<file path="config.mk">
export PLATFORM = sky130hd
export DESIGN_NAME = cmd_decoder
export DESIGN_NICKNAME = d
export VERILOG_FILES = /design/src/cmd_decoder.v
export VERILOG_INCLUDE_DIRS = /design/src
export SDC_FILE = /design/constraint.sdc
export NUM_CORES = 1
export LEC_CHECK = 0
export ABC_AREA = 1
export BUFFER_PORTS_ARGS = -buffer_cell sky130_fd_sc_hd__clkbuf_2
export CAP_MARGIN = 15
export CORE_UTILIZATION = 50
export CTS_CLUSTER_DIAMETER = 40
export DETAILED_ROUTE_END_ITERATION = 16
export PLACE_DENSITY = 0.82
export RECOVER_POWER = 50
export SYNTH_ARGS = -nofsm -noshare
export SYNTH_HDL_FRONTEND = slang
export SYNTH_SLANG_ARGS = --single-unit
</file>
<file path="constraint.sdc">
create_clock -name sys_clk -period 9.9 [get_ports sys_clk]
set_clock_uncertainty 0.1 [all_clocks]
set_input_delay 1.98 -clock sys_clk [delete_from_list [all_inputs] [get_ports sys_clk]]
set_output_delay 1.98 -clock sys_clk [all_outputs]
set_load 0.005 [all_outputs]
</file>
<file path="src/cmd_decoder_defs.vh">
// Constants for the explicit request decoder of the networked position encoder.
// Assumes a transport front end that presents one parsed request at a time.
// Behaviour
// RULE_01: A read request with service 0x0E, class 4, attribute 3 and instance 1 returns the position as four bytes.
// RULE_02: A read request with instance 3 returns eight bytes, position first and then velocity.
// RULE_03: Which data set is returned depends only on the instance of the read request.
// RULE_04: A configuration write is service 0x10 to class 4, attribute 3, instance 103 with exactly twelve bytes.
// RULE_05: A position preset is service 0x10 to class 0x23, attribute 0x13, instance 1 with four bytes in two words.
// RULE_06: Restore factory defaults (service 5, class 0x23) loads defaults into working memory and leaves IP settings alone.
// RULE_07: Defaults reach flash only through a later save command (service 0x16, no data); restore from flash is service 0x15.
// RULE_08: The position reply sends the low 16-bit word first and the high word second.
// RULE_09: The position and velocity reply sends four words: position low, position high, velocity low, velocity high.
// RULE_10: A reported position never exceeds the 30-bit ceiling.
// RULE_11: Once scaling has ever been enabled, velocity is derived from scaled position in the configured velocity units.
// RULE_12: The standard position sensor object, revision 2, is reachable by explicit messaging.
// RULE_13: The host sends every request as a generic message to the device address.
// RULE_14: A reset is service 5 to class 1, instance 1, with no attribute and no data.
// RULE_15: Configuration written by the configure command is held in volatile storage until a save command.
// RULE_16: Any request matching no supported command is answered with an error and changes nothing.
// RULE_17: Position and velocity are captured together as one sample before words are sent.
`ifndef CMD_DECODER_DEFS_VH
`define CMD_DECODER_DEFS_VH
`define SVC_READ_ASM      8'h0E
`define SVC_SET_SINGLE    8'h10
`define SVC_SAVE_FLASH    8'h16
`define SVC_LOAD_FLASH    8'h15
`define SVC_DEFAULTS      8'h05
`define CLS_ASSEMBLY      8'h04
`define CLS_POS_SENSOR    8'h23
`define CLS_IDENTITY      8'h01
`define ATTR_ASM_DATA     8'h03
`define ATTR_PRESET       8'h13
`define ATTR_NONE         8'h00
`define INST_POS          8'h01
`define INST_POS_VEL      8'h03
`define INST_CONFIG       8'h67
`define INST_NONE         8'h00
`define INST_IDENTITY     8'h01
`define LEN_POS           8'h04
`define LEN_POS_VEL       8'h08
`define LEN_CONFIG        8'h0C
`define LEN_PRESET        8'h04
`define LEN_NONE          8'h00
`define POS_CEILING       32'h3FFFFFFF
`define STS_OK            8'h00
`define STS_ERROR         8'h08
`define CFG_SCALE_BYTE    1
`define CFG_BYTES         12
`endif

</file>
<file path="src/cmd_decoder.v">
// Explicit request decoder: recognises read assemblies and write commands, returns words.
// Assumes the front end holds a request stable while req_valid is high and
// takes reply words while word_valid is high; sensor object access is forwarded.
`include "cmd_decoder_defs.vh"
`timescale 1ns/100ps
`default_nettype none
module cmd_decoder (
	// Clock and reset
	input  wire        sys_clk,
	input  wire        sys_rst,
	// Parsed request
	input  wire        req_valid,
	output wire        req_ready,
	input  wire [7:0]  req_service,
	input  wire [7:0]  req_class,
	input  wire [7:0]  req_instance,
	input  wire [7:0]  req_attribute,
	input  wire [7:0]  req_length,
	// Request payload bytes, delivered one per cycle after a write is accepted
	input  wire        data_valid,
	input  wire [7:0]  data_byte,
	// Reply
	output reg         resp_valid,
	output reg  [7:0]  resp_status,
	output reg  [7:0]  resp_length,
	output reg         word_valid,
	output reg  [15:0] word_data,
	input  wire        word_ready,
	// Live measurement
	input  wire [31:0] live_position,
	input  wire [31:0] live_velocity,
	// Working configuration and actions toward the encoder core
	output reg  [95:0] config_ram,
	output reg         scaling_ever,
	output reg         preset_load,
	output reg  [31:0] preset_value,
	output reg         save_flash,
	output reg         load_flash,
	output reg         load_defaults,
	output reg         device_reset,
	// Sensor object requests, forwarded whole
	output reg         sensor_req,
	input  wire        sensor_done
);
	localparam ST_IDLE  = 3'd0;
	localparam ST_DATA  = 3'd1;
	localparam ST_WORDS = 3'd2;
	localparam ST_RESP  = 3'd3;
	localparam ST_SENS  = 3'd4;
	localparam C_CONFIG = 2'd1;
	localparam C_PRESET = 2'd2;

	reg [2:0]  state_reg;
	reg [1:0]  cmd_reg;
	reg [3:0]  byte_cnt_reg;
	reg [1:0]  word_idx_reg;
	reg [1:0]  word_last_reg;
	reg [63:0] sample_reg;
	reg [95:0] shadow_reg;

	function match;
		input [39:0] h;
		input [7:0]  es, ec, ei, ea, el;
		begin
			match = (h == {es, ec, ei, ea, el});
		end
	endfunction

	// The whole header is compared at once, so a size mismatch fails like any other field.
	wire [39:0] req_hdr = {req_service, req_class, req_instance, req_attribute, req_length};

	wire is_rd_pos = match(req_hdr, `SVC_READ_ASM, `CLS_ASSEMBLY, `INST_POS, `ATTR_ASM_DATA,
		`LEN_NONE); // RULE_01 RULE_03
	wire is_rd_pv  = match(req_hdr, `SVC_READ_ASM, `CLS_ASSEMBLY, `INST_POS_VEL,
		`ATTR_ASM_DATA, `LEN_NONE); // RULE_02 RULE_03
	wire is_cfg    = match(req_hdr, `SVC_SET_SINGLE, `CLS_ASSEMBLY, `INST_CONFIG,
		`ATTR_ASM_DATA, `LEN_CONFIG); // RULE_04
	wire is_preset = match(req_hdr, `SVC_SET_SINGLE, `CLS_POS_SENSOR, `INST_POS,
		`ATTR_PRESET, `LEN_PRESET); // RULE_05
	wire is_save   = match(req_hdr, `SVC_SAVE_FLASH, `CLS_POS_SENSOR, `INST_NONE,
		`ATTR_NONE, `LEN_NONE); // RULE_07
	wire is_load   = match(req_hdr, `SVC_LOAD_FLASH, `CLS_POS_SENSOR, `INST_NONE,
		`ATTR_NONE, `LEN_NONE); // RULE_07
	wire is_dflt   = match(req_hdr, `SVC_DEFAULTS, `CLS_POS_SENSOR, `INST_NONE,
		`ATTR_NONE, `LEN_NONE); // RULE_06
	wire is_reset  = match(req_hdr, `SVC_DEFAULTS, `CLS_IDENTITY, `INST_IDENTITY,
		`ATTR_NONE, `LEN_NONE); // RULE_14
	// A malformed preset or custom command aimed at the sensor class is refused here rather
	// than forwarded, so a wrong size never reaches the sensor object with stray bytes.
	wire hits_preset = (req_service == `SVC_SET_SINGLE) && (req_class == `CLS_POS_SENSOR) &&
		(req_instance == `INST_POS) && (req_attribute == `ATTR_PRESET); // RULE_16
	wire is_custom   = (req_service == `SVC_SAVE_FLASH) || (req_service == `SVC_LOAD_FLASH) ||
		(req_service == `SVC_DEFAULTS); // RULE_16
	// Any other service aimed at the sensor class goes to the sensor object.
	wire is_sensor = (req_class == `CLS_POS_SENSOR) && !hits_preset && !is_custom; // RULE_12

	// Clamping here keeps every reported position at or under the ceiling whatever the core hands over; velocity is not clamped.
	wire [31:0] pos_clamped = (live_position > `POS_CEILING) ? `POS_CEILING
		: live_position; // RULE_10

	assign req_ready = (state_reg == ST_IDLE);

	always @(posedge sys_clk or posedge sys_rst) begin
		if (sys_rst) begin
			state_reg     <= ST_IDLE;
			cmd_reg       <= 2'd0;
			byte_cnt_reg  <= 4'd0;
			word_idx_reg  <= 2'd0;
			word_last_reg <= 2'd0;
			sample_reg    <= 64'h0000000000000000;
			shadow_reg    <= 96'h0;
			config_ram    <= 96'h0;
			scaling_ever  <= 1'b0;
			preset_load   <= 1'b0;
			preset_value  <= 32'h00000000;
			save_flash    <= 1'b0;
			load_flash    <= 1'b0;
			load_defaults <= 1'b0;
			device_reset  <= 1'b0;
			sensor_req    <= 1'b0;
			resp_valid    <= 1'b0;
			resp_status   <= 8'h00;
			resp_length   <= 8'h00;
			word_valid    <= 1'b0;
			word_data     <= 16'h0000;
		end else begin
			preset_load   <= 1'b0;
			save_flash    <= 1'b0;
			load_flash    <= 1'b0;
			load_defaults <= 1'b0;
			device_reset  <= 1'b0;
			resp_valid    <= 1'b0;
			case (state_reg)
			ST_IDLE: begin
				if (req_valid) begin
					resp_status <= `STS_OK;
					resp_length <= 8'h00;
					if (is_rd_pos || is_rd_pv) begin
						// One capture for both values keeps every word of a reply coherent.
						sample_reg    <= {live_velocity, pos_clamped}; // RULE_17 RULE_11
						word_idx_reg  <= 2'd0;
						word_last_reg <= is_rd_pv ? 2'd3 : 2'd1; // RULE_03
						resp_length   <= is_rd_pv ? `LEN_POS_VEL : `LEN_POS;
						word_valid    <= 1'b1;
						word_data     <= pos_clamped[15:0]; // RULE_08
						state_reg     <= ST_WORDS;
					end else if (is_cfg || is_preset) begin
						cmd_reg      <= is_cfg ? C_CONFIG : C_PRESET;
						byte_cnt_reg <= 4'd0;
						state_reg    <= ST_DATA;
					end else if (is_save) begin
						save_flash <= 1'b1; // RULE_07 RULE_15
						resp_valid <= 1'b1;
					end else if (is_load) begin
						load_flash <= 1'b1; // RULE_07
						resp_valid <= 1'b1;
					end else if (is_dflt) begin
						// Only the working copy changes; addressing lives elsewhere.
						load_defaults <= 1'b1; // RULE_06
						config_ram    <= 96'h0;
						resp_valid    <= 1'b1;
					end else if (is_reset) begin
						device_reset <= 1'b1; // RULE_14
						resp_valid   <= 1'b1;
					end else if (is_sensor) begin
						sensor_req <= 1'b1; // RULE_12
						state_reg  <= ST_SENS;
					end else begin
						resp_status <= `STS_ERROR; // RULE_16
						resp_valid  <= 1'b1;
					end
				end
			end
			ST_DATA: begin
				// Bytes arrive low first and shift in from the top, so byte 0 ends at the bottom.
				if (data_valid) begin
					shadow_reg   <= {data_byte, shadow_reg[95:8]};
					byte_cnt_reg <= byte_cnt_reg + 4'd1;
					if ((cmd_reg == C_PRESET) && (byte_cnt_reg == 4'd3)) begin
						preset_value <= {data_byte, shadow_reg[95:72]}; // RULE_05
						preset_load  <= 1'b1;
						resp_valid   <= 1'b1;
						state_reg    <= ST_IDLE;
					end else if (byte_cnt_reg == 4'd11) begin
						// Held only in working storage until a save request.
						config_ram <= {data_byte, shadow_reg[95:8]}; // RULE_04 RULE_15
						if (shadow_reg[8*(`CFG_SCALE_BYTE+1)+7 -: 8] != 8'h00)
							scaling_ever <= 1'b1; // RULE_11
						resp_valid <= 1'b1;
						state_reg  <= ST_IDLE;
					end
				end
			end
			ST_WORDS: begin
				// A word moves on only when the host takes it, so a slow host stretches the reply.
				if (word_ready) begin
					if (word_idx_reg == word_last_reg) begin
						word_valid <= 1'b0;
						resp_valid <= 1'b1;
						state_reg  <= ST_IDLE;
					end else begin
						word_idx_reg <= word_idx_reg + 2'd1;
						case (word_idx_reg)
						2'd0: word_data <= sample_reg[31:16]; // RULE_08
						2'd1: word_data <= sample_reg[47:32]; // RULE_09
						default: word_data <= sample_reg[63:48]; // RULE_09
						endcase
					end
				end
			end
			ST_SENS: begin
				// The sensor object answers in its own time; the decoder stays busy until then.
				if (sensor_done) begin
					sensor_req <= 1'b0;
					resp_valid <= 1'b1;
					state_reg  <= ST_IDLE;
				end
			end
			default: state_reg <= ST_IDLE;
			endcase
		end
	end
endmodule
`default_nettype wire

</file>
==> flow_metrics.env <==
export IMPL_outcome="complete, but fails checks"
export IMPL_violations="capacitance limit, slew limit"
export IMPL_io_pins=288
export IMPL_rrSetupSlack_ns=6.33
export IMPL_antenna_found_initial=0
export IMPL_die_w_um=169
export IMPL_hold_slack_ns=0.368
export IMPL_crit_path_start_kind="input port"
export IMPL_drt_initial_drc_count=1083
export IMPL_ff2ff_path_depth=7
export IMPL_place_congestion=0.884
export IMPL_hold_path_class="flip-flop to flip-flop"
export IMPL_cts_sinks=305
export IMPL_cts_buffers=38
export IMPL_seq_area_frac_synth=0.549
export IMPL_power_frac_seq=0.452
export IMPL_clkTransAtPathRegs_ns=0.05
export IMPL_rsz0062_at_grt="false"
export IMPL_slew_viol_final=148
export IMPL_multi_input_area_um2=5150
export IMPL_max_slew_margin=-1.10
export IMPL_clockPowerShare=0.477
export IMPL_detailroute_via_count=12500
export IMPL_p_int_mw=2.18
export IMPL_ctsHoldBuffers=0
export IMPL_largest_reg_flops=96
export IMPL_layout_common_cells="nand2_1, dfrtp_1, clkbuf_2"
export IMPL_initial_utilization=0.513
export IMPL_grt_max_degree=171
export IMPL_post_cts_resized=0
export IMPL_firstDrtPassIters=6
export IMPL_grt_ovfl_total=0
export IMPL_yosys_register_bits=305
export IMPL_grt_pass1_vias=12000
export IMPL_coreArea_um2=27100
export IMPL_cp_data_required_time_ns=10.28
export IMPL_grtUsageMet3=0.0456
export IMPL_track_usage=0.257
export IMPL_fin_setup_tns_ns=0
export IMPL_reg2reg_from="state_reg[2]"
export IMPL_p_leak_nw=8.40
export IMPL_hold_path_startpoint="config_ram[42]"
export IMPL_insertion_delay_ns=0.51
export IMPL_synthCells=1737
export IMPL_num_antenna_cells=0
export IMPL_max_clock_path_buffers=3
export IMPL_port_buffers=274
export IMPL_met2_usage=0.415
export IMPL_ant_nets=0
export IMPL_power_per_cell_area_nw_per_um2=174
export IMPL_synth_distinct_cells=32
export IMPL_grt_pass1_wl_mm=59.3
export IMPL_place_hpwl_mm=23.3
export IMPL_max_freq_ghz=0.196
export IMPL_avgSynthCellArea_um2=8.00
export IMPL_final_common_cell="nand2_1"
export IMPL_hold_depth=2
export IMPL_yosys_warnings=0
export IMPL_row_count=60
export IMPL_fp_dieH_um=169
export IMPL_ir_drop_mv=0.124
export IMPL_drv_cap=3
export IMPL_cts_setup_buffers=0
export IMPL_whs_endpoint="config_ram[42]"
export IMPL_viasPerCell=5.31
export IMPL_drc=0
export IMPL_worst_pin_slew_ns=3.15
export IMPL_nNetsFinal=2079
export IMPL_finalCritPeriodShare=0.516
export IMPL_finalCriticalPeriod_ns=5.11
export IMPL_p_sw_mw=0.698
export IMPL_dieArea_um2=28500
export IMPL_swShare=0.242
export IMPL_setup_worst_path_end_class="async pin"
export IMPL_arrival_ns=5.49
export IMPL_syn_area_um2=13900
export IMPL_drive_gt1_frac=0.145
export IMPL_final_seq_area_um2=7630
export IMPL_root_buffer="clkbuf_16"
export IMPL_crit_fanout=79
export IMPL_r2r_end="word_data[4]"
export IMPL_setup_viol=0
export IMPL_cts_tree="yes"
export IMPL_final_util=0.610
export IMPL_wl_per_cell_um=15.4
export IMPL_crit_type="input port to async pin"
export IMPL_use_met1=0.343
export IMPL_num_fill_cells=2345
export IMPL_comb_power_share=0.071
export IMPL_syn_to_final_growth_pct=18.9
export IMPL_grt_busiest_layer="met2"
export IMPL_routed_wl_mm=36.3
export IMPL_cts_htree_levels=2
export IMPL_hold_viol=0
==> kinds of logic (layout without fill, tap and decap cells) <==
logic type / after synthesis / in the layout / share of synthesized area
compound gates: 186 / 186 / 0.0718
xor+xnor: 3 / 3 / 0.00189
fa+ha+maj: 3 / 3 / 0.00270
buf+inv: 285 / 520 / 0.0856
flops: 305 / 305 / 0.549
other cells: 1 / 13 / 0.000270
simple gates: 954 / 954 / 0.288
==> routing by layer <==
metal / vias up / part of all wire
met2: 527 / 0.47
met3: 91 / 0.068
met5: - / 0
li1: 5951 / -
met1: 5934 / 0.43
met4: 0 / 0.036
==> cell type report <==
type,instances,share of cell area
multi-input combinational,1159,0.312
timing repair buffer,284,0.0825
inverter,170,0.0389
sequential,305,0.462
clock buffer,46,0.0636
clock inverter,20,0.0131
tap,372,0.0282
==> cell usage after synthesis <==
library cell / n / share of area
a21oi_1: 3 / 0.0011
a21oi_4: 1 / 0.0012
a41oi_1: 8 / 0.0050
buf_1: 2 / 0.00054
buf_2: 17 / 0.0061
buf_4: 18 / 0.0097
buf_6: 4 / 0.0032
clkbuf_1: 74 / 0.020
clkinv_1: 1 / 0.00027
conb_1: 1 / 0.00027
dfrtp_1: 305 / 0.55
ha_1: 3 / 0.0027
inv_1: 164 / 0.044
inv_2: 5 / 0.0014
nand2_1: 595 / 0.16
nand2_2: 1 / 0.00045
nand3_1: 45 / 0.016
nand3_2: 1 / 0.00072
nand3b_1: 1 / 0.00054
nand4_1: 121 / 0.054
nand4_2: 1 / 0.00090
nor2_1: 168 / 0.045
nor2_2: 1 / 0.00045
nor2_4: 2 / 0.0016
nor3_1: 13 / 0.0047
o211ai_1: 9 / 0.0049
o21a_1: 1 / 0.00054
o21ai_0: 151 / 0.054
o21ai_1: 13 / 0.0047
or2_2: 5 / 0.0023
xnor2_1: 2 / 0.0013
xor2_1: 1 / 0.00063
==> worst max-delay path by stage <==
| stage | start | endpoint | slack (ns) | cells past startpoint |
|---|---|---|---|---|
| floorplan | sys_rst | byte_cnt_reg[0] | 3.76 | 1 |
| global placement | req_class[7] | config_ram[91] | 4.45 | 12 |
| detailed placement | req_class[1] | config_ram[82] | 4.29 | 13 |
| CTS | req_class[1] | config_ram[82] | 4.82 | 13 |
| global route | sys_rst | config_ram[86] | 4.07 | 4 |
| finish | sys_rst | shadow_reg[16] | 4.79 | 4 |
==> power by group through the flow <==
stage	combinational (mW)	sequential (mW)	clock [mW]
CTS	0.206	1.30	1.39
finish	0.205	1.30	1.37
global route	0.230	1.30	1.44
floorplan	0.129	1.32	0
detailed placement	0.205	1.32	0
global placement	0.199	1.32	0
==> stage by stage <==
step	cell area (um^2)	setup slack, ns	std cells	total power, mW
global placement	15400	4.45	2289	1.52
floorplan	13900	3.76	1749	1.45
finish	16500	4.79	2356	2.88
detailed placement	15400	4.29	2289	1.53
global route	16500	4.07	2356	2.98
CTS	16600	4.82	2355	2.90
==> critical path, cell delays in order <==
cell	delay, ns
clkbuf_1	0.10
clkinvlp_4	0.06
clkbuf_1	2.20
buf_4	1.06
(Power assumes the default switching activity.)
